[config.mk]
export PLATFORM = sky130hd
export DESIGN_NAME = stoc_regs
export DESIGN_NICKNAME = d
export VERILOG_FILES = /design/src/stoc_pkg.sv /design/src/stoc_regs.sv /design/src/stoc_offset_add.sv
export SDC_FILE = /design/constraint.sdc
export NUM_CORES = 1
export LEC_CHECK = 0
export BUFFER_PORTS_ARGS = -buffer_cell sky130_fd_sc_hd__buf_2
export CAP_MARGIN = 20
export CORE_MARGIN = 2
export CORE_UTILIZATION = 60
export DETAILED_ROUTE_END_ITERATION = 8
export PLACE_DENSITY = 0.87
export SYNTH_ARGS = -nofsm -noshare
export SYNTH_HDL_FRONTEND = slang
export SYNTH_SLANG_ARGS = --single-unit
[constraint.sdc]
create_clock -name clock -period 4.4 [get_ports clock]
set_input_delay 0.22 -clock clock [delete_from_list [all_inputs] [get_ports clock]]
set_output_delay 0.22 -clock clock [all_outputs]
set_load 0.05 [all_outputs]
[src/stoc_pkg.sv]
// package for the self-test, offset and persistent config register bank
// assumes a 50 MHz core clock and an 8-bit address/data register port
package stoc_pkg;

  ////////////////////////////////////////////////////////////////////////
  // widths
  localparam int unsigned ADDR_W    = 8;
  localparam int unsigned DATA_W    = 8;
  localparam int unsigned ACC_W     = 16;
  localparam int unsigned OFF_W     = 8;
  localparam int unsigned NUM_AXES  = 3;
  localparam int unsigned WDT_CNT_W = 22;

  ////////////////////////////////////////////////////////////////////////
  // register offsets
  localparam logic [ADDR_W-1:0] ADDR_SELF_TEST = 8'h6d;
  localparam logic [ADDR_W-1:0] ADDR_PERSISTENT_IFACE_CONFIG   = 8'h70;
  localparam logic [ADDR_W-1:0] ADDR_OFF_X     = 8'h71;
  localparam logic [ADDR_W-1:0] ADDR_OFF_Y     = 8'h72;
  localparam logic [ADDR_W-1:0] ADDR_OFF_Z     = 8'h73;
  localparam logic [ADDR_W-1:0] ADDR_CMD       = 8'h7e;

  localparam logic [DATA_W-1:0] CMD_NVM_PROG   = 8'ha0;

  ////////////////////////////////////////////////////////////////////////
  // field positions and writable masks
  localparam int unsigned ST_EN_BIT      = 0;
  localparam int unsigned ST_SIGN_BIT    = 2;
  localparam int unsigned ST_AMP_BIT     = 3;
  localparam int unsigned NV_SPI_BIT     = 0;
  localparam int unsigned NV_WDT_SEL_BIT = 1;
  localparam int unsigned NV_WDT_EN_BIT  = 2;
  localparam int unsigned NV_OFF_EN_BIT  = 3;

  localparam logic [DATA_W-1:0] SELF_TEST_MASK = 8'h0d;
  localparam logic [DATA_W-1:0] PERSISTENT_IFACE_CONFIG_MASK   = 8'h0f;

  ////////////////////////////////////////////////////////////////////////
  // reset values
  localparam logic [DATA_W-1:0] RST_SELF_TEST = 8'h00;
  localparam logic [DATA_W-1:0] RST_PERSISTENT_IFACE_CONFIG   = 8'h00;
  localparam logic [DATA_W-1:0] RST_OFFSET    = 8'h00;
  localparam logic [DATA_W-1:0] RST_RD_DATA   = 8'h00;

  ////////////////////////////////////////////////////////////////////////
  // watchdog timing
  localparam int unsigned CLK_PERIOD_NS = 20;
  localparam int unsigned WDT_SHORT_NS  = 1250000;
  localparam int unsigned WDT_LONG_NS   = 40000000;
  localparam logic [WDT_CNT_W-1:0] WDT_SHORT_CYC =
    WDT_CNT_W'(WDT_SHORT_NS / CLK_PERIOD_NS);
  localparam logic [WDT_CNT_W-1:0] WDT_LONG_CYC  =
    WDT_CNT_W'(WDT_LONG_NS / CLK_PERIOD_NS);

  ////////////////////////////////////////////////////////////////////////
  // carriers
  typedef struct packed {
    logic              wr;
    logic              rd;
    logic [ADDR_W-1:0] addr;
    logic [DATA_W-1:0] wdata;
  } stoc_reg_req_t;

  typedef struct packed {
    logic [DATA_W-1:0] persistent_iface_config;
    logic [DATA_W-1:0] off_x;
    logic [DATA_W-1:0] off_y;
    logic [DATA_W-1:0] off_z;
  } stoc_nv_image_t;

  typedef struct packed {
    logic [ACC_W-1:0] z;
    logic [ACC_W-1:0] y;
    logic [ACC_W-1:0] x;
  } stoc_acc_vec_t;

endpackage : stoc_pkg

[src/stoc_regs.sv]
// self-test control, persistent interface config and axis offset registers
// assumes the serial front end delivers one-cycle rd/wr strobes on clock,
// and the nvm engine loads the image and accepts a one-cycle store pulse
//
// Functional notes
// - self-test bit 0 enables, resets zero
// - self-test bit 2 picks excitation sign
// - self-test bit 3 picks deflection amplitude
// - autoconfig plus spi bit disables i2c
// - watchdog select zero gives 1.25 ms
// - watchdog select one gives 40 ms
// - watchdog on data pin only in i2c
// - offset enable adds offsets to both paths
// - x offset 8-bit rw, nvm backed
// - y offset 8-bit rw, nvm backed
// - z offset 8-bit rw, nvm backed
// - config register nvm backed, upper four bits zero
// - command 0xa0 stores nvm, reads zero
`timescale 1ns/10ps
`default_nettype none
module stoc_regs
  import stoc_pkg::*;
#(
  parameter logic [stoc_pkg::WDT_CNT_W-1:0] WDT_SHORT_LIM =
    stoc_pkg::WDT_SHORT_CYC,
  parameter logic [stoc_pkg::WDT_CNT_W-1:0] WDT_LONG_LIM  =
    stoc_pkg::WDT_LONG_CYC
) (
  input  wire logic                     clock,
  input  wire logic                     rst_b,
  input  wire stoc_pkg::stoc_reg_req_t  reg_req,
  output var  logic [stoc_pkg::DATA_W-1:0] rd_data_ff,
  input  wire logic                     nvm_load_valid,
  input  wire stoc_pkg::stoc_nv_image_t nvm_load_image,
  input  wire logic                     nvm_prog_allow,
  input  wire logic                     nvm_busy,
  output var  logic                     nvm_store_ff,
  output var  stoc_pkg::stoc_nv_image_t nvm_store_image_ff,
  input  wire logic                     if_autoconfig,
  output var  logic                     i2c_enable_ff,
  input  wire logic                     serial_data_in_pin,
  output var  logic                     wdt_expire_ff,
  output var  logic                     self_test_en_ff,
  output var  logic                     self_test_pos_ff,
  output var  logic                     self_test_high_ff,
  input  wire logic                     filt_valid,
  input  wire stoc_pkg::stoc_acc_vec_t  filt_in,
  input  wire logic                     raw_valid,
  input  wire stoc_pkg::stoc_acc_vec_t  raw_in,
  output var  logic                     filt_valid_ff,
  output var  stoc_pkg::stoc_acc_vec_t  filt_out_ff,
  output var  logic                     raw_valid_ff,
  output var  stoc_pkg::stoc_acc_vec_t  raw_out_ff
);
  import stoc_pkg::*;

  if (WDT_SHORT_LIM < 2 || WDT_LONG_LIM < 2) begin : g_chk_min
    $error("watchdog limits must be at least two cycles");
  end
  if (WDT_LONG_LIM <= WDT_SHORT_LIM) begin : g_chk_order
    $error("long watchdog limit must exceed short limit");
  end

  ////////////////////////////////////////////////////////////////////////
  // storage
  logic [DATA_W-1:0]              self_test_ff;
  logic [DATA_W-1:0]              persistent_iface_config_ff;
  logic [NUM_AXES-1:0][OFF_W-1:0] offset_ff;
  logic                           sda_meta_ff;
  logic                           sda_sync_ff;
  logic [WDT_CNT_W-1:0]           wdt_cnt_ff;

  logic                           wr_st;
  logic                           wr_nv;
  logic [NUM_AXES-1:0]            wr_off;
  logic                           wr_prog;
  logic [DATA_W-1:0]              nxt_rd_data;
  logic [WDT_CNT_W-1:0]           wdt_limit;
  logic                           wdt_run;

  ////////////////////////////////////////////////////////////////////////
  // address decode
  always_comb begin
    wr_st   = reg_req.wr && (reg_req.addr == ADDR_SELF_TEST);
    wr_nv   = reg_req.wr && (reg_req.addr == ADDR_PERSISTENT_IFACE_CONFIG);
    wr_off  = '0;
    wr_off[0] = reg_req.wr && (reg_req.addr == ADDR_OFF_X);
    wr_off[1] = reg_req.wr && (reg_req.addr == ADDR_OFF_Y);
    wr_off[2] = reg_req.wr && (reg_req.addr == ADDR_OFF_Z);
    // programming is refused unless the host opened the nvm for it
    wr_prog = reg_req.wr && (reg_req.addr == ADDR_CMD) &&
              (reg_req.wdata == CMD_NVM_PROG) &&
              nvm_prog_allow && !nvm_busy;
  end

  ////////////////////////////////////////////////////////////////////////
  // self-test control
  always_ff @(posedge clock) begin
    if (!rst_b) begin
      self_test_ff <= RST_SELF_TEST;
    end else if (wr_st) begin
      self_test_ff <= reg_req.wdata & SELF_TEST_MASK;
    end
  end

  always_ff @(posedge clock) begin
    if (!rst_b) begin
      self_test_en_ff   <= 1'b0;
      self_test_pos_ff  <= 1'b0;
      self_test_high_ff <= 1'b0;
    end else begin
      self_test_en_ff   <= self_test_ff[ST_EN_BIT];
      self_test_pos_ff  <= self_test_ff[ST_SIGN_BIT];
      self_test_high_ff <= self_test_ff[ST_AMP_BIT];
    end
  end

  ////////////////////////////////////////////////////////////////////////
  // nvm backed registers: a host write in the load cycle wins
  always_ff @(posedge clock) begin
    if (!rst_b) begin
      persistent_iface_config_ff <= RST_PERSISTENT_IFACE_CONFIG;
    end else if (wr_nv) begin
      persistent_iface_config_ff <= reg_req.wdata & PERSISTENT_IFACE_CONFIG_MASK;
    end else if (nvm_load_valid) begin
      persistent_iface_config_ff <= nvm_load_image.persistent_iface_config & PERSISTENT_IFACE_CONFIG_MASK;
    end
  end

  always_ff @(posedge clock) begin
    if (!rst_b) begin
      offset_ff <= {NUM_AXES{RST_OFFSET}};
    end else begin
      for (int i = 0; i < NUM_AXES; i++) begin
        if (wr_off[i]) begin
          offset_ff[i] <= reg_req.wdata;
        end else if (nvm_load_valid) begin
          unique case (i)
            0: offset_ff[i] <= nvm_load_image.off_x;
            1: offset_ff[i] <= nvm_load_image.off_y;
            default: offset_ff[i] <= nvm_load_image.off_z;
          endcase
        end
      end
    end
  end

  ////////////////////////////////////////////////////////////////////////
  // nvm store request carries a snapshot of every backed register
  always_ff @(posedge clock) begin
    if (!rst_b) begin
      nvm_store_ff       <= 1'b0;
      nvm_store_image_ff <= '0;
    end else begin
      nvm_store_ff <= wr_prog;
      if (wr_prog) begin
        nvm_store_image_ff.persistent_iface_config <= persistent_iface_config_ff;
        nvm_store_image_ff.off_x   <= offset_ff[0];
        nvm_store_image_ff.off_y   <= offset_ff[1];
        nvm_store_image_ff.off_z   <= offset_ff[2];
      end
    end
  end

  ////////////////////////////////////////////////////////////////////////
  // read port: one cycle latency, unmapped and command read as zero
  always_comb begin
    unique case (reg_req.addr)
      ADDR_SELF_TEST: nxt_rd_data = self_test_ff & SELF_TEST_MASK;
      ADDR_PERSISTENT_IFACE_CONFIG:   nxt_rd_data = persistent_iface_config_ff & PERSISTENT_IFACE_CONFIG_MASK;
      ADDR_OFF_X:     nxt_rd_data = offset_ff[0];
      ADDR_OFF_Y:     nxt_rd_data = offset_ff[1];
      ADDR_OFF_Z:     nxt_rd_data = offset_ff[2];
      ADDR_CMD:       nxt_rd_data = RST_RD_DATA;
      default:        nxt_rd_data = RST_RD_DATA;
    endcase
  end

  always_ff @(posedge clock) begin
    if (!rst_b) begin
      rd_data_ff <= RST_RD_DATA;
    end else if (reg_req.rd) begin
      rd_data_ff <= nxt_rd_data;
    end
  end

  ////////////////////////////////////////////////////////////////////////
  // interface selection
  always_ff @(posedge clock) begin
    if (!rst_b) begin
      i2c_enable_ff <= 1'b1;
    end else begin
      i2c_enable_ff <= !(if_autoconfig && persistent_iface_config_ff[NV_SPI_BIT]);
    end
  end

  ////////////////////////////////////////////////////////////////////////
  // data pin synchroniser
  always_ff @(posedge clock) begin
    if (!rst_b) begin
      sda_meta_ff <= 1'b1;
      sda_sync_ff <= 1'b1;
    end else begin
      sda_meta_ff <= serial_data_in_pin;
      sda_sync_ff <= sda_meta_ff;
    end
  end

  ////////////////////////////////////////////////////////////////////////
  // i2c watchdog: a data line held low past the period frees the bus
  always_comb begin
    wdt_limit = persistent_iface_config_ff[NV_WDT_SEL_BIT] ? WDT_LONG_LIM
                                           : WDT_SHORT_LIM;
    wdt_run   = persistent_iface_config_ff[NV_WDT_EN_BIT] && i2c_enable_ff &&
                !sda_sync_ff;
  end

  // >= so that shortening the period mid-count still expires promptly
  always_ff @(posedge clock) begin
    if (!rst_b) begin
      wdt_cnt_ff    <= '0;
      wdt_expire_ff <= 1'b0;
    end else begin
      wdt_expire_ff <= 1'b0;
      if (!wdt_run) begin
        wdt_cnt_ff <= '0;
      end else if (wdt_cnt_ff >= wdt_limit - 1'b1) begin
        wdt_cnt_ff    <= '0;
        wdt_expire_ff <= 1'b1;
      end else begin
        wdt_cnt_ff <= wdt_cnt_ff + 1'b1;
      end
    end
  end

  ////////////////////////////////////////////////////////////////////////
  // offset compensation on the filtered and unfiltered paths
  logic [NUM_AXES-1:0]            filt_vld;
  logic [NUM_AXES-1:0]            raw_vld;
  logic [NUM_AXES-1:0][ACC_W-1:0] filt_sum;
  logic [NUM_AXES-1:0][ACC_W-1:0] raw_sum;
  logic [NUM_AXES-1:0][ACC_W-1:0] filt_axes;
  logic [NUM_AXES-1:0][ACC_W-1:0] raw_axes;

  assign filt_axes = filt_in;
  assign raw_axes  = raw_in;

  for (genvar a = 0; a < NUM_AXES; a++) begin : g_axis
    stoc_offset_add #(
      .ACC_W (ACC_W),
      .OFF_W (OFF_W)
    ) u_filt (
      .clock        (clock),
      .rst_b        (rst_b),
      .add_en       (persistent_iface_config_ff[NV_OFF_EN_BIT]),
      .in_valid     (filt_valid),
      .sample       (filt_axes[a]),
      .offset       (offset_ff[a]),
      .out_valid_ff (filt_vld[a]),
      .sum_ff       (filt_sum[a])
    );
    stoc_offset_add #(
      .ACC_W (ACC_W),
      .OFF_W (OFF_W)
    ) u_raw (
      .clock        (clock),
      .rst_b        (rst_b),
      .add_en       (persistent_iface_config_ff[NV_OFF_EN_BIT]),
      .in_valid     (raw_valid),
      .sample       (raw_axes[a]),
      .offset       (offset_ff[a]),
      .out_valid_ff (raw_vld[a]),
      .sum_ff       (raw_sum[a])
    );
  end

  // the adders already end in flip-flops; these names expose them
  assign filt_valid_ff = filt_vld[0];
  assign raw_valid_ff  = raw_vld[0];
  assign filt_out_ff   = filt_sum;
  assign raw_out_ff    = raw_sum;

endmodule : stoc_regs
`default_nettype wire

[src/stoc_offset_add.sv]
// one axis of offset compensation: signed sample plus signed offset
// assumes sample and offset are two's complement on the same clock
`timescale 1ns/10ps
`default_nettype none
module stoc_offset_add #(
  parameter int unsigned ACC_W = 16,
  parameter int unsigned OFF_W = 8
) (
  input  wire logic             clock,
  input  wire logic             rst_b,
  input  wire logic             add_en,
  input  wire logic             in_valid,
  input  wire logic [ACC_W-1:0] sample,
  input  wire logic [OFF_W-1:0] offset,
  output var  logic             out_valid_ff,
  output var  logic [ACC_W-1:0] sum_ff
);

  if (OFF_W > ACC_W) begin : g_chk
    $error("offset wider than sample");
  end

  logic [ACC_W:0]   ext_sum;
  logic [ACC_W-1:0] nxt_sum;

  ////////////////////////////////////////////////////////////////////////
  // saturate rather than wrap so a large offset cannot flip the sign
  always_comb begin
    ext_sum = {sample[ACC_W-1], sample} +
              {{(ACC_W+1-OFF_W){offset[OFF_W-1]}}, offset};
    if (!add_en) begin
      nxt_sum = sample;
    end else if (ext_sum[ACC_W] != ext_sum[ACC_W-1]) begin
      nxt_sum = {ext_sum[ACC_W], {(ACC_W-1){~ext_sum[ACC_W]}}};
    end else begin
      nxt_sum = ext_sum[ACC_W-1:0];
    end
  end

  always_ff @(posedge clock) begin
    if (!rst_b) begin
      out_valid_ff <= 1'b0;
      sum_ff       <= '0;
    end else begin
      out_valid_ff <= in_valid;
      if (in_valid) begin
        sum_ff <= nxt_sum;
      end
    end
  end

endmodule : stoc_offset_add
`default_nettype wire

==> run metrics, run 1 <==
fin crit period 3.47 ns; clock slew at reported path FFs 0.08 ns; IO Pins 299; CP endpoint kind flop; gr ovfl total 0; Final Hold Fails 0; Starting Density 60.9%; ratio of cells with drive above 1 in the final layout 19.8%; hold slack 0.0639 ns; max_slew headroom 32.5%; power density over cell area 324 nW/µm²; Max IR drop VDD 0.225 mV; vias per cell 6.30; routed len/inst 19.3 µm; max-slew violation count 0; Die Span Y 153 µm; final routed DRC violation total 0; core area 21800 µm²; drt first pass iters 5; Syn Inst Count 1671; FFs w/ async S/R, synth 0%; initial antenna violation count 7; Iter 0 DRT Violations 978; Placer Congestion 0.946; Seq/Total Area, Yosys 29.4%; Root Buffer clkbuf_16; Seq cells post-synth 195; status finished clean; Nets 2190; highest-count cells in the layout ignoring fill and taps buf_2, dfxtp_1, nand2_1, o21ai_0, a21oi_1; final worst slack 0.929 ns; Critical Path AT 3.84 ns; routed via count 13977; RSZ-0062 raised after global routing false; Mapped Avg Cell Area 7.93 µm²; Clock Tree Buf Depth 2; post-synth top area cell dfxtp_1; post-CTS setup buffer count 0; # fillers 1745; Hold Buf Count CTS 2; synth unique cells 78; period utilization 78.9%; synthesized area 13300 µm²; CTS tree yes; CTS buffer count 17; actual slew at the worst max-slew pin 1.01 ns; first-pass GRT wire length 67100 µm; critical path class flop to flop; setup tns final 0 ns; Max Fclk 0.288 GHz; setup violators final 0; total die area 23300 µm²; Hold Crit Class primary input to flop; CP max FO 12; routed wire length 42900 µm; clk_lat worst skew 0.45 ns; Die W 153 µm; CTS Sinks 195; Post-synth top flop dfxtp_1; leak pwr 7.04 nW; vias in the first global route 13188; H-tree levels 4; largest net degree at the start of global routing 73; Area Overhead vs Synth 17.1%; Resize count post-CTS 0; worst clock skew 0.0150 ns; DP HPWL 31700 µm; # port buffers 290; Setup WS pre-CTS 0.943 ns; top cell type's share of synthesized area 29.4%; CP startpoint kind flop; Cell Rows 54; YS warnings 0; ranking of synthesized cells by area dfxtp_1, ha_1, o21ai_0, a21oi_1, nand2_1; commonest non-fill, non-tap cell in the layout buf_2; Total Power 5.03 mW; post-route antenna net violation count 0; Max-cap violations 0; GRT Util Overall 35.5%; worst path required time 4.77 ns; number of flops mapped to enable cells by yosys 0
[stage by stage]
stage,area (µm²),instances,utilization (%)
2_1_floorplan,13300,1674,-
3_3_place_gp,14900,2179,68.3
3_5_place_dp,14900,2179,68.3
4_1_cts,15500,2213,71.2
5_1_grt,15500,2214,71.3
6_report,15500,2220,71.3
[layer usage]
layer,vias to the layer above,share of wire (%),GRT usage [%]
met5,-,0.030,0
met4,2,5.4,18.6
met3,146,9.5,7.54
met2,689,45,58.4
met1,6513,40,43.9
li1,6627,-,-
[final timing paths]
path	cells past startpoint	endpoint	start	slack, ns
setup / recovery	11	g_axis[1].u_raw.sum_ff[2]	offset_ff[8]	0.93
setup reg to reg	11	g_axis[1].u_raw.sum_ff[2]	offset_ff[8]	0.93
hold reg to reg	1	sda_sync_ff	sda_meta_ff	0.42
hold / removal	3	g_axis[0].u_filt.sum_ff[15]	filt_in[15]	0.06
[area by class of cell]
| class | count | area, µm² | area share, % |
|---|---|---|---|
| clock inverters | 15 | 183 | 1.18 |
| repair buffers | 315 | 1640 | 10.6 |
| diodes | 6 | 15.0 | 0.0968 |
| multi-input cells | 1338 | 8790 | 56.7 |
| inverters | 54 | 203 | 1.31 |
| clock buffers | 17 | 425 | 2.74 |
| well taps | 280 | 350 | 2.26 |
| flip-flops and latches | 195 | 3910 | 25.2 |
[flip-flops by register name (all words and copies together) (netlist names)]
| signal | flops |
|---|---|
| g_axis.u_filt.sum_ff | 48 |
| self_test_ff | 3 |
| self_test_pos_ff | 1 |
| self_test_high_ff | 1 |
| sda_sync_ff | 1 |
| wdt_cnt_ff | 22 |
| offset_ff | 24 |
| i2c_enable_ff | 1 |
| g_axis.u_filt.out_valid_ff | 1 |
| wdt_expire_ff | 1 |
| g_axis.u_raw.sum_ff | 48 |
| g_axis.u_raw.out_valid_ff | 1 |
| rd_data_ff | 8 |
| self_test_en_ff | 1 |
| nvm_store_image_ff | 28 |
| nvm_store_ff | 1 |
| sda_meta_ff | 1 |
| persistent_iface_config_ff | 4 |
[cell families (layout without fill, tap and decap cells)]
group           after synthesis  count (layout)  synth area share, %
compound gates              611             611                 29.6
xor+xnor                     79              79                 5.22
fa+ha+maj                   114             114                 11.1
buf+inv                     141             401                 4.37
flops                       195             195                 29.4
mux                          39              39                 3.38
other cells                   1              10               0.0283
simple gates                491             491                 16.9
[cell usage after synthesis (5+ instances only)]
master and instances:
mux2i_1 29, a21o_1 47, a22o_1 5, o21ai_1 5, a21boi_0 5, and2_1 6, a22oi_1 5, o21ai_0 165
xnor2_1 47, o221ai_1 13, clkbuf_1 70, o21a_1 30, or3_1 6, ha_1 108, a311oi_1 6, nand4_1 10
and3_1 17, o31a_1 13, o21bai_1 5, or2_2 6, buf_4 5, nor2_1 121, fa_1 6, buf_2 7
nand3_1 43, o221a_2 5, a221oi_1 5, a31oi_1 20, mux2_2 6, nor3_1 35, inv_1 51, a211oi_1 42
a21oi_1 157, nand2b_1 23, xor2_1 32, dfxtp_1 195, nand2_1 186, nor2b_1 18, o211ai_1 26, o22ai_1 13
a211o_1 5
[power breakdown]
| group | switching [mW] | total (mW) | internal, mW |
|---|---|---|---|
| logic | 0.957 | 1.46 | 0.507 |
| registers | 0.0888 | 1.94 | 1.85 |
| clock network | 0.802 | 1.62 | 0.821 |
| total | 1.85 | 5.03 | 3.18 |
[critical path, stage by stage (launching register included)]
cell and delay (ns):
dfxtp_1 0.56, ha_1 0.27, inv_1 0.06, fa_1 0.38, nor2b_1 0.20, o31a_1 0.22
o221ai_1 0.17, a211oi_1 0.41, a2111o_1 0.21, nand2_1 0.32, o31a_1 0.42, o21ai_0 0.15
Note: power is estimated with default switching activity, not from simulation.
==> run 2: changes to the inputs <==
--- a/config.mk
+++ b/config.mk
@@ -8,9 +8,9 @@
 export BUFFER_PORTS_ARGS = -buffer_cell sky130_fd_sc_hd__buf_2
 export CAP_MARGIN = 20
 export CORE_MARGIN = 2
-export CORE_UTILIZATION = 60
+export CORE_UTILIZATION = 56
 export DETAILED_ROUTE_END_ITERATION = 8
-export PLACE_DENSITY = 0.87
+export PLACE_DENSITY = 0.82
 export SYNTH_ARGS = -nofsm -noshare
 export SYNTH_HDL_FRONTEND = slang
 export SYNTH_SLANG_ARGS = --single-unit
==> constraint.sdc (replaced) <==
create_clock -name clock -period 3.6 [get_ports clock]
set_input_delay 0.18 -clock clock [delete_from_list [all_inputs] [get_ports clock]]
set_output_delay 0.18 -clock clock [all_outputs]
set_load 0.05 [all_outputs]
==> run metrics, run 2 (synthesis gave the netlist of run 1 again) <==
status finished clean; vias per cell 6.11 (-2.9%); RSZ-0062 raised after global routing false; Root Buffer clkbuf_16; CTS buffer count 17 (unchanged); GR peak layer met2; clk_lat worst skew 0.44 ns (about the same); commonest non-fill, non-tap cell in the layout buf_2; post-route antenna net violation count 0 (unchanged); Iter 0 DRT Violations 1069 (+9.3%); core area 23300 µm² (+7.2%); Internal 3.86 mW (+21%); Placer Congestion 0.968 (+2.3%); Final Hold Fails 0 (unchanged); power density over cell area 390 nW/µm² (+20%); Buf/Inv on CP 2 (+1); GRT Util Overall 33.7% (-1.8 points); ratio of cells with drive above 1 in the final layout 20.5% (+0.77 points); Top Family by Delay on Critical Path compound AO/OA/AOI/OAI gates; sw frac 36.9% (+0.20 points); leak pwr 7.11 nW (+1.0%); M3 GR Usage 6.49% (-1.0 points); H-tree levels 4 (unchanged); setup violators final 0 (unchanged); CP startpoint kind flop; max_slew headroom 32.7% (+0.20 points); worst path required time 3.97 ns (-0.80 ns); Switch Pwr 2.26 mW (+22%); Max-cap violations 0 (unchanged); CP max-delay cell dfxtp_1; final core utilization 67.2% (-4.1 points); clock slew at reported path FFs 0.09 ns (about the same); Critical Path AT 3.68 ns (-0.16 ns); Regs by FF count g_axis.u_filt.sum_ff x48, g_axis.u_raw.sum_ff x48, nvm_store_image_ff x28; Comb pwr share 29.7% (+0.6 points); Clock Tree Buf Depth 2 (unchanged); Die W 158 µm (+3.4%); placed cells 2234 (+2.5%); vias in the first global route 12940 (-1.9%); Clock power frac 31.7% (-0.6 points); CP max FO 7 (-5); Max Fclk 0.302 GHz (+4.8%); largest net degree at the start of global routing 71 (-2.7%); highest-count cells in the layout ignoring fill and taps buf_2, dfxtp_1, nand2_1, o21ai_0, a21oi_1; critical path class flop to flop; total die area 24900 µm² (+6.9%); CP endpoint kind flop; fin crit period 3.31 ns (-0.159 ns); DP HPWL 31900 µm (+0.81%); Max IR drop VDD 0.245 mV (+8.8%); gr ovfl total 0 (unchanged); final routed DRC violation total 0 (unchanged); Total Power 6.12 mW (+22%); routed wire length 42600 µm (-0.71%); Max stage delay on crit path 0.59 ns (+0.03 ns); setup tns final 0 ns (unchanged); CTS tree yes; Hold Crit Class primary input to flop; Starting Density 56.8% (-4.1 points); met1 Track Usage GR 42.9% (-1.0 points); final cell count without fillers 2272 (+2.3%); GRT met2 Usage 53.8% (-4.7 points); most used cell, CP a21oi_1; # port buffers 290 (unchanged); routed via count 13890 (-0.62%); IO Pins 299 (unchanged); first-pass GRT wire length 66100 µm (-1.5%); Nets 2205 (+0.68%); sequential share of power 38.6% (about the same); # fillers 2002 (+15%); period utilization 92.0% (+13 points); Area Overhead vs Synth 18.3%; CTS Sinks 195 (unchanged); actual slew at the worst max-slew pin 1.01 ns (-0.00296 ns); max-slew violation count 0 (unchanged); routed len/inst 18.8 µm (-3.0%); drt first pass iters 8 (+3); crit-path cells inv_1, fa_1, nand2b_1, a21oi_1, o211ai_1, a21boi_0, o21ai_0, a21oi_1, buf_4, a21oi_1, o22ai_1; Die Span Y 158 µm (+3.4%); Cell Rows 56 (+3.7%); worst clock skew 0.0112 ns (-0.00383 ns); initial antenna violation count 8 (+1); hold slack 0.0335 ns (-0.0303 ns)
run 2: cell types whose count changed in the layout (fill, tap and decap cells not counted), sizes merged:
cell,before,now
buf,313,328
clkinv,7,9
inv,60,58
clkbuf,17,18
bufinv,1,0
diode,6,4
run 2: layout make-up:
cell class	count	area, µm²	share of cell area (%)
antenna	4	10.0	0.0639
clock buffer	18	439	2.80
clock inverter	14	163	1.04
inverter	54	203	1.29
multi-input combinational	1338	8800	56.1
sequential	195	3910	24.9
tap	319	399	2.55
timing repair buffer	330	1760	11.2
run 2: worst reg2reg max path: stages, from the launching register on:
cell and delay [ns]:
dfxtp_1 0.59, inv_1 0.26, fa_1 0.46, nand2b_1 0.20, a21oi_1 0.28, o211ai_1 0.16
a21boi_0 0.34, o21ai_0 0.23, a21oi_1 0.25, buf_4 0.20, a21oi_1 0.08, o22ai_1 0.19
run 2: power by group through the flow:
stage | Combinational [mW] | Sequential [mW] | Clock, mW
2_1_floorplan | 0.995 | 2.70 | 0
3_3_place_gp | 1.75 | 2.40 | 0
3_5_place_dp | 1.78 | 2.40 | 0
4_1_cts | 1.80 | 2.35 | 1.95
5_1_grt | 1.97 | 2.37 | 2.04
6_report | 1.82 | 2.36 | 1.94
run 2: per-stage QoR:
step,setup slack [ns],instance area [µm²]
global route,0.0876,15700
global placement,0.389,15000
CTS,0.211,15700
floorplan,0.610,13300
detailed placement,0.287,15000
finish,0.289,15700
run 2: path summary, 6_finish.rpt:
check                from                     endpoint  slack, ns  depth (start not counted)
max          offset_ff[1]  g_axis[0].u_filt.sum_ff[12]       0.29                         11
min           filt_in[15]  g_axis[0].u_filt.sum_ff[15]       0.03                          3
max reg2reg  offset_ff[1]  g_axis[0].u_filt.sum_ff[12]       0.29                         11
min reg2reg   sda_meta_ff                  sda_sync_ff       0.42                          1
run 2: timing repair:
item / CTS / global route
endpoints found under the hold margin: 2 / 0
resized for setup: 0 / 3
hold buffers: 2 / 0
endpoints found under the setup margin: 0 / 11
setup buffers: 0 / 0
run 2: per-layer routing:
layer	routed length, µm	share of wire [%]
met4	2100	4.9
met1	17700	41
met5	76	0.18
met3	3520	8.3
met2	19200	45
